$ cat config.mk
export PLATFORM = sky130hd
export DESIGN_NAME = ssr_top
export DESIGN_NICKNAME = d
export VERILOG_FILES = /design/src/rtl/ssr_pkg.sv /design/src/rtl/ssr_top.sv /design/src/rtl/ssr_group.sv /design/src/rtl/ssr_stb.sv
export SDC_FILE = /design/constraint.sdc
export NUM_CORES = 1
export LEC_CHECK = 0
export BUFFER_PORTS_ARGS = -buffer_cell sky130_fd_sc_hd__buf_4
export CAP_MARGIN = 20
export CORE_UTILIZATION = 54
export CTS_CLUSTER_DIAMETER = 30
export DETAILED_ROUTE_END_ITERATION = 12
export MAX_ROUTING_LAYER = met4
export PLACE_DENSITY = 0.84
export SYNTH_ARGS = -nofsm -noshare
export SYNTH_HDL_FRONTEND = slang
export SYNTH_SLANG_ARGS = --single-unit
$ cat constraint.sdc
create_clock -name ref_clk -period 2.85 [get_ports ref_clk]
set_input_delay 0.57 -clock ref_clk [delete_from_list [all_inputs] [get_ports ref_clk]]
set_output_delay 0.57 -clock ref_clk [all_outputs]
set_load 0.05 [all_outputs]
$ cat src/rtl/ssr_pkg.sv
`default_nettype none
package ssr_pkg;

    // ----------------------------------------
    // Register group layout
    // ----------------------------------------
    localparam int          GRP_W          = 16;
    localparam logic [15:0] COMM_USED_MASK = 16'h0003;
    localparam int          COMM_TX_BIT    = 1;
    localparam int          COMM_RX_BIT    = 0;
    localparam int          GRP_TOP_BIT    = 15;
    localparam logic [15:0] GRP_RESET      = 16'h0000;
    localparam int          NUM_GROUPS     = 8;

    // ----------------------------------------
    // Status byte layout
    // ----------------------------------------
    localparam int         STB_W          = 8;
    localparam int         STB_OPER       = 7;
    localparam int         STB_RQS        = 6;
    localparam int         STB_ESB        = 5;
    localparam int         STB_MAV        = 4;
    localparam int         STB_QUES       = 3;
    localparam int         STB_UNUSED     = 2;
    localparam int         STB_HW2        = 1;
    localparam int         STB_HW1        = 0;
    localparam logic [7:0] SRE_RESET      = 8'h00;
    localparam logic [7:0] SRE_WRITE_MASK = 8'hbf;

    // ----------------------------------------
    // Status command codes
    // ----------------------------------------
    localparam logic [3:0] CMD_RD_COND   = 4'h1;
    localparam logic [3:0] CMD_RD_RISE   = 4'h2;
    localparam logic [3:0] CMD_WR_RISE   = 4'h3;
    localparam logic [3:0] CMD_RD_FALL   = 4'h4;
    localparam logic [3:0] CMD_WR_FALL   = 4'h5;
    localparam logic [3:0] CMD_RD_EVENT  = 4'h6;
    localparam logic [3:0] CMD_RD_ENABLE = 4'h7;
    localparam logic [3:0] CMD_WR_ENABLE = 4'h8;
    localparam logic [3:0] CMD_CLS       = 4'h9;
    localparam logic [3:0] CMD_STB_QUERY = 4'ha;
    localparam logic [3:0] CMD_RD_SRE    = 4'hb;
    localparam logic [3:0] CMD_WR_SRE    = 4'hc;
    localparam logic [3:0] CMD_POLL      = 4'hd;

    // Cycles from command to response
    localparam int RSP_LATENCY = 1;

endpackage
`default_nettype wire

$ cat src/rtl/ssr_top.sv
`default_nettype none
// Overview of operation
// - The comm-failure group holds 16-bit condition, rise filter, fall filter, event and enable registers and makes one summary.
// - Bit 15 of every comm-failure group register always reads zero.
// - Condition bit 1 follows the transmit analyzer channel failure and bit 0 the receive analyzer channel failure.
// - The event register clears when it is queried and when the clear status command arrives.
// - The enable register is cleared by reset or by any write with bits 1 and 0 zero, after which all enable bits stay low until the next write.
// - Both edge filters can be written with an integer and read back, alongside reads of condition, event and enable.
// - Eight register groups each reduce to one summary that reaches the status byte directly or via another group.
// - Status byte bit 7 is the operation summary, 5 the standard event bit, 4 message available, 3 questionable, 2 unused.
// - Status byte bit 1 carries the second hardware group summary and bit 0 the first.
// - Status byte bit 6 returns the request service flag on serial poll and the master summary flag on status byte query.
// - An enabled service condition asserts the service request line and sets the request service flag.
// - A serial poll clears the request service flag so a repeat poll reads false until a new reason occurs.
// - An event bit latches only on a condition change whose polarity the matching filter passes.
// - The group summary is true when any enabled event bit has been set since the last read or clear.
// - Writes to the service request enable register ignore bit 6.
module ssr_top (
    // Clock and reset
    input  wire logic        ref_clk,
    input  wire logic        rst_n,
    // Status command port
    input  wire logic        cmdValid,
    input  wire logic [3:0]  cmdCode,
    input  wire logic [15:0] cmdData,
    // Response port
    output logic             rspValid,
    output logic      [15:0] rspData,
    output logic             cmdReject,
    // Channel failure inputs
    input  wire logic        txChanFail,
    input  wire logic        rxChanFail,
    // Summaries from the other groups
    input  wire logic        operSummary,
    input  wire logic        stdEventSummaryBit,
    input  wire logic        outputMessageAvailable,
    input  wire logic        questSummary,
    input  wire logic        hw2Summary,
    input  wire logic        hw1Summary,
    // Summaries out
    output logic             commSummary,
    output logic             srqActive
);

    // ----------------------------------------
    // Command decode
    // ----------------------------------------
    function automatic logic isCmd(input logic v, input logic [3:0] c, input logic [3:0] k);
        isCmd = v && (c == k);
    endfunction

    logic        rdCond;
    logic        rdRise;
    logic        wrRise;
    logic        rdFall;
    logic        wrFall;
    logic        rdEvent;
    logic        rdEnable;
    logic        wrEnable;
    logic        clearStatus;
    logic        stbQuery;
    logic        rdSre;
    logic        wrSre;
    logic        serialPoll;
    logic        knownCmd;
    logic        evtClear;
    logic [15:0] commCondIn;
    logic [15:0] commCond;
    logic [15:0] commRise;
    logic [15:0] commFall;
    logic [15:0] commEvent;
    logic [15:0] commEnable;
    logic [7:0]  queryByte;
    logic [7:0]  pollByte;
    logic [7:0]  sreValue;
    logic        masterSummaryFlag;
    logic        requestServiceFlag;
    logic [15:0] rsp_next;

    assign rdCond      = isCmd(cmdValid, cmdCode, ssr_pkg::CMD_RD_COND);
    assign rdRise      = isCmd(cmdValid, cmdCode, ssr_pkg::CMD_RD_RISE);
    assign wrRise      = isCmd(cmdValid, cmdCode, ssr_pkg::CMD_WR_RISE);
    assign rdFall      = isCmd(cmdValid, cmdCode, ssr_pkg::CMD_RD_FALL);
    assign wrFall      = isCmd(cmdValid, cmdCode, ssr_pkg::CMD_WR_FALL);
    assign rdEvent     = isCmd(cmdValid, cmdCode, ssr_pkg::CMD_RD_EVENT);
    assign rdEnable    = isCmd(cmdValid, cmdCode, ssr_pkg::CMD_RD_ENABLE);
    assign wrEnable    = isCmd(cmdValid, cmdCode, ssr_pkg::CMD_WR_ENABLE);
    assign clearStatus = isCmd(cmdValid, cmdCode, ssr_pkg::CMD_CLS);
    assign stbQuery    = isCmd(cmdValid, cmdCode, ssr_pkg::CMD_STB_QUERY);
    assign rdSre       = isCmd(cmdValid, cmdCode, ssr_pkg::CMD_RD_SRE);
    assign wrSre       = isCmd(cmdValid, cmdCode, ssr_pkg::CMD_WR_SRE);
    assign serialPoll  = isCmd(cmdValid, cmdCode, ssr_pkg::CMD_POLL);
    assign knownCmd    = rdCond | rdRise | wrRise | rdFall | wrFall | rdEvent | rdEnable
                       | wrEnable | clearStatus | stbQuery | rdSre | wrSre | serialPoll;
    assign evtClear    = rdEvent | clearStatus;

    // ----------------------------------------
    // Comm-failure group
    // ----------------------------------------
    assign commCondIn = {14'h0000, txChanFail, rxChanFail};

    ssr_group #(
        .W        (ssr_pkg::GRP_W),
        .USED     (ssr_pkg::COMM_USED_MASK)
    ) u_comm (
        .ref_clk  (ref_clk),
        .rst_n    (rst_n),
        .condIn   (commCondIn),
        .wrRise   (wrRise),
        .wrFall   (wrFall),
        .wrEnable (wrEnable),
        .wrData   (cmdData),
        .clrEvent (evtClear),
        .condOut  (commCond),
        .riseOut  (commRise),
        .fallOut  (commFall),
        .eventOut (commEvent),
        .enableOut(commEnable),
        .summary  (commSummary)
    );

    // ----------------------------------------
    // Status byte and service request
    // ----------------------------------------
    ssr_stb u_stb (
        .ref_clk               (ref_clk),
        .rst_n                 (rst_n),
        .operSummary           (operSummary),
        .stdEventSummaryBit    (stdEventSummaryBit),
        .outputMessageAvailable(outputMessageAvailable),
        .questSummary          (questSummary),
        .hw2Summary            (hw2Summary),
        .hw1Summary            (hw1Summary),
        .wrSre                 (wrSre),
        .sreData               (cmdData[7:0]),
        .serialPoll            (serialPoll),
        .queryByte             (queryByte),
        .pollByte              (pollByte),
        .sreOut                (sreValue),
        .masterSummaryFlag     (masterSummaryFlag),
        .requestServiceFlag    (requestServiceFlag)
    );

    assign srqActive = requestServiceFlag;

    // ----------------------------------------
    // Response selection
    // ----------------------------------------
    assign rsp_next = rdCond   ? commCond   :
                      rdRise   ? commRise   :
                      rdFall   ? commFall   :
                      rdEvent  ? commEvent  :
                      rdEnable ? commEnable :
                      stbQuery ? {8'h00, queryByte} :
                      serialPoll ? {8'h00, pollByte} :
                      rdSre    ? {8'h00, sreValue} : 16'h0000;

    always_ff @(posedge ref_clk or negedge rst_n)
    begin
        if (!rst_n)
        begin
            rspValid  <= 1'b0;
            rspData   <= 16'h0000;
            cmdReject <= 1'b0;
        end
        else
        begin
            rspValid  <= rdCond | rdRise | rdFall | rdEvent | rdEnable
                       | stbQuery | serialPoll | rdSre;
            rspData   <= rsp_next;
            cmdReject <= cmdValid & ~knownCmd;
        end
    end

    logic [15:0] condPast_reg;
    logic [15:0] expectEdges;

    always_ff @(posedge ref_clk or negedge rst_n)
    begin
        if (!rst_n)
            condPast_reg <= 16'h0000;
        else
            condPast_reg <= commCond;
    end

    assign expectEdges = ((commCond & ~condPast_reg & commRise)
                        | (~commCond & condPast_reg & commFall));
endmodule
`default_nettype wire

$ cat src/rtl/ssr_group.sv
`default_nettype none
module ssr_group #(
    parameter int               W    = 16,
    parameter logic [W-1:0]     USED = ssr_pkg::COMM_USED_MASK
) (
    // Clock and reset
    input  wire logic           ref_clk,
    input  wire logic           rst_n,
    // Condition inputs
    input  wire logic [W-1:0]   condIn,
    // Register writes and clear
    input  wire logic           wrRise,
    input  wire logic           wrFall,
    input  wire logic           wrEnable,
    input  wire logic [W-1:0]   wrData,
    input  wire logic           clrEvent,
    // Register contents
    output logic      [W-1:0]   condOut,
    output logic      [W-1:0]   riseOut,
    output logic      [W-1:0]   fallOut,
    output logic      [W-1:0]   eventOut,
    output logic      [W-1:0]   enableOut,
    output logic                summary
);

    logic [W-1:0] condPrev_reg;
    logic [W-1:0] passedEdges;
    logic [W-1:0] event_next;

    // ----------------------------------------
    // Edge filtering and event latch
    // ----------------------------------------
    assign passedEdges = ((condOut & ~condPrev_reg & riseOut)
                        | (~condOut & condPrev_reg & fallOut)) & USED;
    assign event_next  = (clrEvent ? '0 : eventOut) | passedEdges;
    assign summary     = |(eventOut & enableOut);

    always_ff @(posedge ref_clk or negedge rst_n)
    begin
        if (!rst_n)
        begin
            condOut      <= '0;
            condPrev_reg <= '0;
            riseOut      <= '0;
            fallOut      <= '0;
            eventOut     <= '0;
            enableOut    <= '0;
        end
        else
        begin
            condOut      <= condIn & USED;
            condPrev_reg <= condOut;
            eventOut     <= event_next;
            if (wrRise)
                riseOut <= wrData & USED;
            if (wrFall)
                fallOut <= wrData & USED;
            if (wrEnable)
                enableOut <= wrData & USED;
        end
    end

endmodule
`default_nettype wire

$ cat src/rtl/ssr_stb.sv
`default_nettype none
module ssr_stb (
    // Clock and reset
    input  wire logic        ref_clk,
    input  wire logic        rst_n,
    // Group summaries
    input  wire logic        operSummary,
    input  wire logic        stdEventSummaryBit,
    input  wire logic        outputMessageAvailable,
    input  wire logic        questSummary,
    input  wire logic        hw2Summary,
    input  wire logic        hw1Summary,
    // Enable write and poll
    input  wire logic        wrSre,
    input  wire logic [7:0]  sreData,
    input  wire logic        serialPoll,
    // Status
    output logic      [7:0]  queryByte,
    output logic      [7:0]  pollByte,
    output logic      [7:0]  sreOut,
    output logic             masterSummaryFlag,
    output logic             requestServiceFlag
);

    logic [7:0] summaries;
    logic       mssPrev_reg;
    logic       newReason;

    // ----------------------------------------
    // Status byte assembly
    // ----------------------------------------
    assign summaries = {operSummary, 1'b0, stdEventSummaryBit, outputMessageAvailable,
                        questSummary, 1'b0, hw2Summary, hw1Summary};
    assign masterSummaryFlag = |(summaries & sreOut);
    assign newReason = masterSummaryFlag & ~mssPrev_reg;
    assign queryByte = {summaries[7], masterSummaryFlag, summaries[5:0]};
    assign pollByte  = {summaries[7], requestServiceFlag, summaries[5:0]};

    always_ff @(posedge ref_clk or negedge rst_n)
    begin
        if (!rst_n)
        begin
            sreOut             <= ssr_pkg::SRE_RESET;
            mssPrev_reg        <= 1'b0;
            requestServiceFlag <= 1'b0;
        end
        else
        begin
            if (wrSre)
                sreOut <= sreData & ssr_pkg::SRE_WRITE_MASK;
            mssPrev_reg <= masterSummaryFlag;
            if (newReason)
                requestServiceFlag <= 1'b1;
            else if (serialPoll)
                requestServiceFlag <= 1'b0;
        end
    end

endmodule
`default_nettype wire

; ---- Yosys cells after proc, flatten, opt, wreduce, memory -nomap -nowiden
; Index checks and enable logic that the tools add are counted.
[totals]
ff_bits = 53
latch_bits = 0
mem_bits_rw = 0
romBits = 0
output_inout_bits = 20
word_cells = 85
n_memories = 0
[op_classes]
n_addsub = 0
multipliers = 0
div_mod_pow = 0
n_lt_le_gt_ge = 0
eq_ne = 13
n_shift = 0
mux = 11
bitwise_logic = 33
reduce_logical = 16
[ops]
columns = op, n
row1 = $mux 16, 5
row2 = $mux 8, 4
row3 = $eq 4x4->1 const B, 6
row4 = $or 1x1->1, 19
row5 = $and 16x2->16, 1
row6 = $eq 4x3->1 const B, 4
row7 = $or 16x2->16, 1
row8 = $reduce_or 16->1, 1
row9 = $logic_and 1x1->1, 13
row10 = $and 2x2->2, 4
row11 = $and 8x8->8, 1
row12 = $eq 4x2->1 const B, 2
row13 = $reduce_or 8->1, 1
row14 = $eq 4x1->1 const B, 1
row15 = $not 2->2, 2
row16 = $and 1x1->1, 2
row17 = $mux 1, 2
row18 = $not 1->1, 2
row19 = $or 2x2->2, 1
row20 = $reduce_bool 2->1, 1

; ---- Longest topological paths before layout
; Gate-level depths: netlist of the first run.
[depth]
ltp_word = 16
mapped_depth = 6
mapped_depth_nobuf = 5

; ---- Hierarchy
; Synthesis of the first run repeated with hierarchy kept, for this count alone.
[unflattened]
hier_cells = 368
hier_area_um2 = 3109.2
[by_module_without_submodules]
columns = mod, n_inst, cells_per_inst, area_each_um2
row1 = ssr_top, 1, 228, 1660.3
row2 = ssr_group, 1, 98, 955.9
row3 = ssr_stb, 1, 42, 493.0

; ---- Worst setup path before layout of the first run
; No wires, ideal clock.
[synth_path]
path_kind = in2reg
start = input port cmdCode[2]
end = register u_comm.fallOut[0]
setup_ns = 0.128
arrival_ns = 1.417
t_required_ns = 2.722
path_slack_ns = 1.306
cell_stages = 5
path_cell_list = buf_6 buf_4 nand3b_1 nor2_1 mux2_1
[synth_via]
elab_chain_cells = 2
[synth_rtl]
columns = element, line_no
row1 = start: declaration, ssr_top.sv:24  ; input wire logic [3:0] cmdCode,
row2 = $eq 4x3->1, ssr_top.sv:49  ; isCmd = v && (c == k);
row3 = $logic_and 1x1->1, ssr_top.sv:49
row4 = end signal: assignment, ssr_group.sv:57  ; fallOut <= wrData & USED;
row5 = end: declaration, ssr_group.sv:20  ; output logic [W-1:0] fallOut,
; No other way between the ends.
; A chain may end at the register's enable or synchronous reset.

; ---- Worst setup path after layout of the first run
[layout_path]
start = register u_comm.eventOut[0]
end = output port commSummary
[layout_via]
elab_chain_cells = 2
[layout_rtl]
columns = element, line_no
row1 = start: declaration, ssr_group.sv:21  ; output logic [W-1:0] eventOut,
row2 = start signal: assignment, ssr_group.sv:53  ; eventOut <= event_next;
row3 = $and 16x2->16, ssr_group.sv:36  ; assign summary = |(eventOut & enableOut);
row4 = $reduce_or 16->1, ssr_group.sv:36
row5 = end: declaration, ssr_top.sv:41  ; output logic commSummary,
; No other way between the ends.

==> impl_metrics.env, run 1 <==
export IMPL_busiest_layer="met2"
export IMPL_dr_pass1_iters=4
export IMPL_core_mm2=0.00278
export IMPL_switchingPower_w=0.000362
export IMPL_crit_path_end_kind="output port"
export IMPL_synth_adder_area_share_pct=0
export IMPL_regMostFlops="rspData"
export IMPL_slew_viol_final=0
export IMPL_htreeDepth=2
export IMPL_root_buffer="clkbuf_4"
export IMPL_via_count=1252
export IMPL_slowest_stage="dfrtp_1"
export IMPL_drc_errors=0
export IMPL_grt_overflow=0
export IMPL_largest_register_ffs=8
export IMPL_synthDistinctLibCells=38
export IMPL_track_usage_pct=24.3
export IMPL_use_met1_pct=30.2
export IMPL_crit_path_start_kind="flop"
export IMPL_p_int_w=0.000707
export IMPL_comb_power_share_pct=25.6
export IMPL_placed_area_mm2=0.00179
export IMPL_p_clk_share_pct=22.1
export IMPL_cp_max_fo=3
export IMPL_switching_share_pct=33.9
export IMPL_synth_main_ff_cell="dfrtp_1"
export IMPL_crit_type="flop to output port"
export IMPL_cts_tree="yes"
export IMPL_use_met2_pct=36.6
export IMPL_drt_wl_total_um=3400
export IMPL_yosysSeqAreaShare_pct=48.7
export IMPL_gp_congestion=0.856
export IMPL_vias_per_cell=5.85
export IMPL_synth_area_mm2=0.00159
export IMPL_ctsHoldBuffers=0
export IMPL_worst_clock_skew_ps=9.90
export IMPL_setup_viol=0
export IMPL_finalNetCount=213
export IMPL_grt_pass1_wl_um=5490
export IMPL_post_cts_buffers=0
export IMPL_die_height_um=56.3
export IMPL_dieArea_mm2=0.00317
export IMPL_synth_edf_count=0
export IMPL_ant_nets=0
export IMPL_drtIter0Drc=47
export IMPL_grtUsageMet3_pct=8.53
export IMPL_path_clk_slew_ps=90
export IMPL_design_area_mm2=0.00184
export IMPL_synthXorXnorAreaFrac_pct=0
export IMPL_r2r_setup_slack_ps=1650
export IMPL_hold_viol=0
export IMPL_p_leak_nw=0.849
export IMPL_worst_ep_required_time_ps=2280
export IMPL_grt_pass1_vias=1124
export IMPL_min_path_type="input port to asynchronous set/reset pin"
export IMPL_ys_ff_latch=31
export IMPL_clock_path_buffers=2
export IMPL_io_buffers=33
export IMPL_syn_inst=150
export IMPL_timing_fmax_ghz=0.570
export IMPL_power_density_mw_per_mm2=580
export IMPL_layout_drive_gt1_share_pct=24.0
export IMPL_clk_latency_ps=340
export IMPL_period_share_pct=61.5
export IMPL_rsz0062_at_grt="false"
export IMPL_ir_worst_vdd_mv=0.550
export IMPL_p_seq_share_pct=52.3
export IMPL_antenna_found_initial=0
export IMPL_ys_warn_count=0
export IMPL_finalSetupTns_ps=0
export IMPL_fp_dieW_um=56.3
export IMPL_status="completed"
export IMPL_crit_buf_inv=1
export IMPL_synth_mux_area_share_pct=9.18
export IMPL_cts_made_buffers=5
export IMPL_syn_avg_cell_area_um2=10.6
export IMPL_path_cells="a22o_1 -> buf_4"
export IMPL_io_pins=51
export IMPL_crit_path_max_incr_delay_ps=410
export IMPL_synth_compound_area_share_pct=15.1
export IMPL_path_delay_family="flip-flops"
export IMPL_drv_cap=0
export IMPL_critPathArrivalTime_ps=1180
export IMPL_detail_route_wl_per_cell_um=15.9
export IMPL_ys_async_sr_fraction_pct=100
export IMPL_placementRows=19
export IMPL_dp_hpwl_um=2530
export IMPL_clock_sinks=31
export IMPL_grt_max_degree=32
export IMPL_synth_top_family_by_area="simple AND/OR/NAND/NOR gates"
export IMPL_antennaDiodeCount=0
export IMPL_synth_simple_area_share_pct=19.3
export IMPL_reg_largest_list="rspData x8, u_stb.sreOut x7"
export IMPL_period_minus_slack_ps=1750
export IMPL_start_util_pct=57.3
export IMPL_areaGrowthSynthToFinish_pct=15.7
export IMPL_cts_resized=0
cells in the mapped netlist (all sizes together) (2+ instances only):
cell     n  area share [%]
mux2    13             9.2
a22oi    8             3.8
a211oi   2            0.94
nor2b    4             1.7
and2b    2            0.94
nand2   14             3.3
nand3b   2            0.94
a21oi    5             1.6
o22ai    4             1.6
nand2b   8             3.1
o21ai    7             2.2
nor2     9             2.6
a22o     3             1.6
and3b    2             1.1
nor3b    2             1.3
inv      2            0.47
buf     15             7.1
nand3    3            0.94
dfrtp   31              49
nor4     2            0.78
a31oi    2            0.78
worst paths after layout:
kind                                           from                endpoint  cells after the start
worst max-delay path             u_comm.eventOut[0]             commSummary                      2
worst min-delay path                          rst_n              rspData[0]                      1
worst max register to register  u_comm.enableOut[0]              rspData[0]                      5
worst min register to register    u_comm.condOut[1]  u_comm.condPrev_reg[1]                      0
max in group asynchronous                     rst_n       u_comm.riseOut[1]                      1
min in group ref_clk                     txChanFail       u_comm.condOut[1]                      1
power by group through the flow:
stage	logic [W]	clock network, W	registers (W)
after global routing	0.000296	0.000262	0.000566
final	0.000274	0.000237	0.000559
after global placement	0.000260	0	0.000562
after CTS	0.000273	0.000246	0.000557
after detailed placement	0.000272	0	0.000566
after floorplan	0.000175	0	0.000576
cell usage in the layout, fill, tap and decap left out, drive strengths merged, types with 2 or more instances in the layout:
cell and n:
a21oi 5, nor2b 4, nand2 14, conb 8
nand2b 8, and3b 2, nor3b 2, nand3b 2
and2b 2, o22ai 4, clkbuf 7, dfrtp 31
a31oi 2, nor2 9, a211oi 2, nand3 3
buf 33, a22oi 8, inv 2, o21ai 7
a22o 3, mux2 13, nor4 2
routing by layer:
metal  wire [µm]  vias to the layer above
met5           0                        -
met4          92                        0
met3         267                       11
met2        1670                       74
met1        1370                      579
li1            -                      588
through the flow:
| step | setup slack (ps) | utilization (%) | hold WS, ps | power, W | instances |
|---|---|---|---|---|---|
| 5_1_grt | 1060 | 66.3 | 154 | 0.00112 | 214 |
| 2_1_floorplan | 1310 | - | 274 | 0.000750 | 157 |
| 4_1_cts | 1090 | 66.3 | 148 | 0.00108 | 214 |
| 6_report | 1100 | 66.3 | 138 | 0.00107 | 214 |
| 3_5_place_dp | 1040 | 64.5 | 418 | 0.000838 | 206 |
| 3_3_place_gp | 1080 | 64.5 | 410 | 0.000822 | 206 |
cell type report:
| class | count | area [µm²] |
|---|---|---|
| fillers | 210 | 937 |
| flip-flops and latches | 31 | 776 |
| inverters | 2 | 7.51 |
| well taps | 31 | 38.8 |
| repair buffers | 33 | 248 |
| multi-input cells | 109 | 724 |
| clock buffers | 7 | 45.0 |
| clock inverters | 1 | 5.00 |
cells by family after synthesis:
kind of cell           Yosys count
AO/OA/AOI/OAI                   36
buffers and inverters           17
flip-flops                      31
multiplexers                    13
other                            1
AND/OR/NAND/NOR                 52
No activity file was read; power rests on OpenSTA's default activity.
==> run 2: changes to the inputs <==
CORE_UTILIZATION = 45   (was 54)
PLACE_DENSITY = 0.75   (was 0.84)
clock period = 1.6 ns   (was 2.85 ns; I/O delays follow)
==> run 2 against run 1 <==
Against the previous run: clock power grew 150%; sequential share of layout area fell by 1.3 points; non-clock buffer count increased by 2; cell area grew 3.1%; critical endpoint unchanged; largest power group unchanged; highest routed layer unchanged.
==> impl_metrics.env, run 2 (synthesis gave the netlist of run 1 again) <==
export IMPL_status="completed"
export IMPL_setup_viol=0
export IMPL_clock_sinks=31
export IMPL_layout_drive_gt1_share_pct=24.5
export IMPL_path_clk_slew_ps=90
export IMPL_reg_largest_list="rspData x8, u_stb.sreOut x7"
export IMPL_drtIter0Drc=55
export IMPL_p_leak_nw=0.868
export IMPL_finalSetupTns_ps=0
export IMPL_antenna_found_initial=0
export IMPL_vias_per_cell=5.47
export IMPL_grt_pass1_wl_um=5220
export IMPL_slew_viol_final=0
export IMPL_areaGrowthSynthToFinish_pct=19.3
export IMPL_io_pins=51
export IMPL_die_height_um=61.5
export IMPL_period_minus_slack_ps=1500
export IMPL_fp_dieW_um=61.5
export IMPL_root_buffer="clkbuf_4"
export IMPL_mostFrequentLayoutCells="buf_4, dfrtp_1, nand2_1"
export IMPL_worst_ep_required_time_ps=1280
export IMPL_switching_share_pct=31.4
export IMPL_period_share_pct=93.5
export IMPL_regMostFlops="rspData"
export IMPL_detail_route_wl_per_cell_um=14.3
export IMPL_drt_wl_total_um=3280
export IMPL_grt_pass1_vias=1158
export IMPL_cts_tree="yes"
export IMPL_via_count=1257
export IMPL_crit_path_end_kind="output port"
export IMPL_io_buffers=33
export IMPL_placementRows=21
export IMPL_dr_pass1_iters=4
export IMPL_cp_max_fo=3
export IMPL_antennaDiodeCount=0
export IMPL_finalNetCount=215
export IMPL_track_usage_pct=20.6
export IMPL_num_fill_cells=322
export IMPL_cts_made_buffers=5
export IMPL_timing_fmax_ghz=0.669
export IMPL_grt_max_degree=32
export IMPL_whs_ps=79.2
export IMPL_p_seq_share_pct=48.3
export IMPL_crit_path_start_kind="flop"
export IMPL_core_mm2=0.00336
export IMPL_dp_hpwl_um=2430
export IMPL_start_util_pct=47.4
export IMPL_min_path_type="input port to flop"
export IMPL_drc_errors=0
export IMPL_grt_overflow=0
export IMPL_gp_congestion=0.926
export IMPL_ir_worst_vdd_mv=0.668
export IMPL_placed_area_mm2=0.00182
export IMPL_drv_cap=0
export IMPL_rsz0062_at_grt="false"
export IMPL_final_common_cell="buf_4"
export IMPL_hold_viol=0
export IMPL_p_clk_share_pct=28.3
export IMPL_design_area_mm2=0.00190
export IMPL_post_cts_buffers=0
export IMPL_htreeDepth=2
export IMPL_switchingPower_w=0.000647
export IMPL_largest_register_ffs=8
export IMPL_comb_power_share_pct=23.4
export IMPL_power_density_mw_per_mm2=1080
export IMPL_dieArea_mm2=0.00378
export IMPL_r2r_setup_slack_ps=350
export IMPL_critPathArrivalTime_ps=1180
export IMPL_worst_clock_skew_ps=6.61
export IMPL_crit_type="flop to output port"
export IMPL_ant_nets=0
export IMPL_p_int_w=0.00141
export IMPL_clock_path_buffers=2
export IMPL_clk_latency_ps=340
run 2: area by class of cell:
class                           count  area (µm²)  share of cell area [%]
Multi-Input combinational cell    109         724                    38.1
Timing Repair Buffer               35         265                    13.9
Tap cell                           46        57.6                    3.03
Sequential cell                    31         776                    40.8
Clock buffer                        6        41.3                    2.17
Inverter                            2        7.51                   0.395
Clock inverter                      1        30.0                    1.58
run 2: power groups by stage:
stage / registers [W] / clock network, W / logic, W
floorplan: 0.00103 / 0 / 0.000311
global placement: 0.00100 / 0 / 0.000467
detailed placement: 0.00101 / 0 / 0.000479
CTS: 0.000992 / 0.000597 / 0.000483
global route: 0.00101 / 0.000639 / 0.000521
finish: 0.000994 / 0.000582 / 0.000483
run 2: per-layer routing:
metal  GRT usage (%)  share of wire [%]
met1            25.0                 44
met2            30.6                 48
met3            6.72                5.9
met4            10.8                2.5
met5               -                  0
run 2: critical path, cell delays in order (launching register included):
cell and delay, ps:
dfrtp_1 400, a22o_1 240, buf_4 190
run 2: path summary, 6_finish.rpt:
kind / from / to / cells after the start
max in group asynchronous: rst_n / rspData[1] / 2
worst min-delay path: txChanFail / u_comm.condOut[1] / 1
worst max register to register: u_comm.enableOut[0] / rspData[0] / 5
worst min register to register: u_comm.condOut[1] / u_comm.condPrev_reg[1] / 0
worst max-delay path: u_comm.eventOut[0] / commSummary / 2
min in group asynchronous: rst_n / u_comm.fallOut[1] / 2
run 2: through the flow:
step	std cells	power, W	setup WS (ps)	util, %
after floorplan	157	0.00134	306	-
after global placement	222	0.00147	177	54.1
final	230	0.00206	105	56.5
after detailed placement	222	0.00149	115	54.1
after CTS	230	0.00207	97.1	56.5
after global routing	230	0.00217	67.4	56.5
run 2: repair_timing:
action | CTS | global route
gates resized for setup | 0 | 0
hold buffers | 1 | 0
endpoints found under the hold margin | 31 | 0
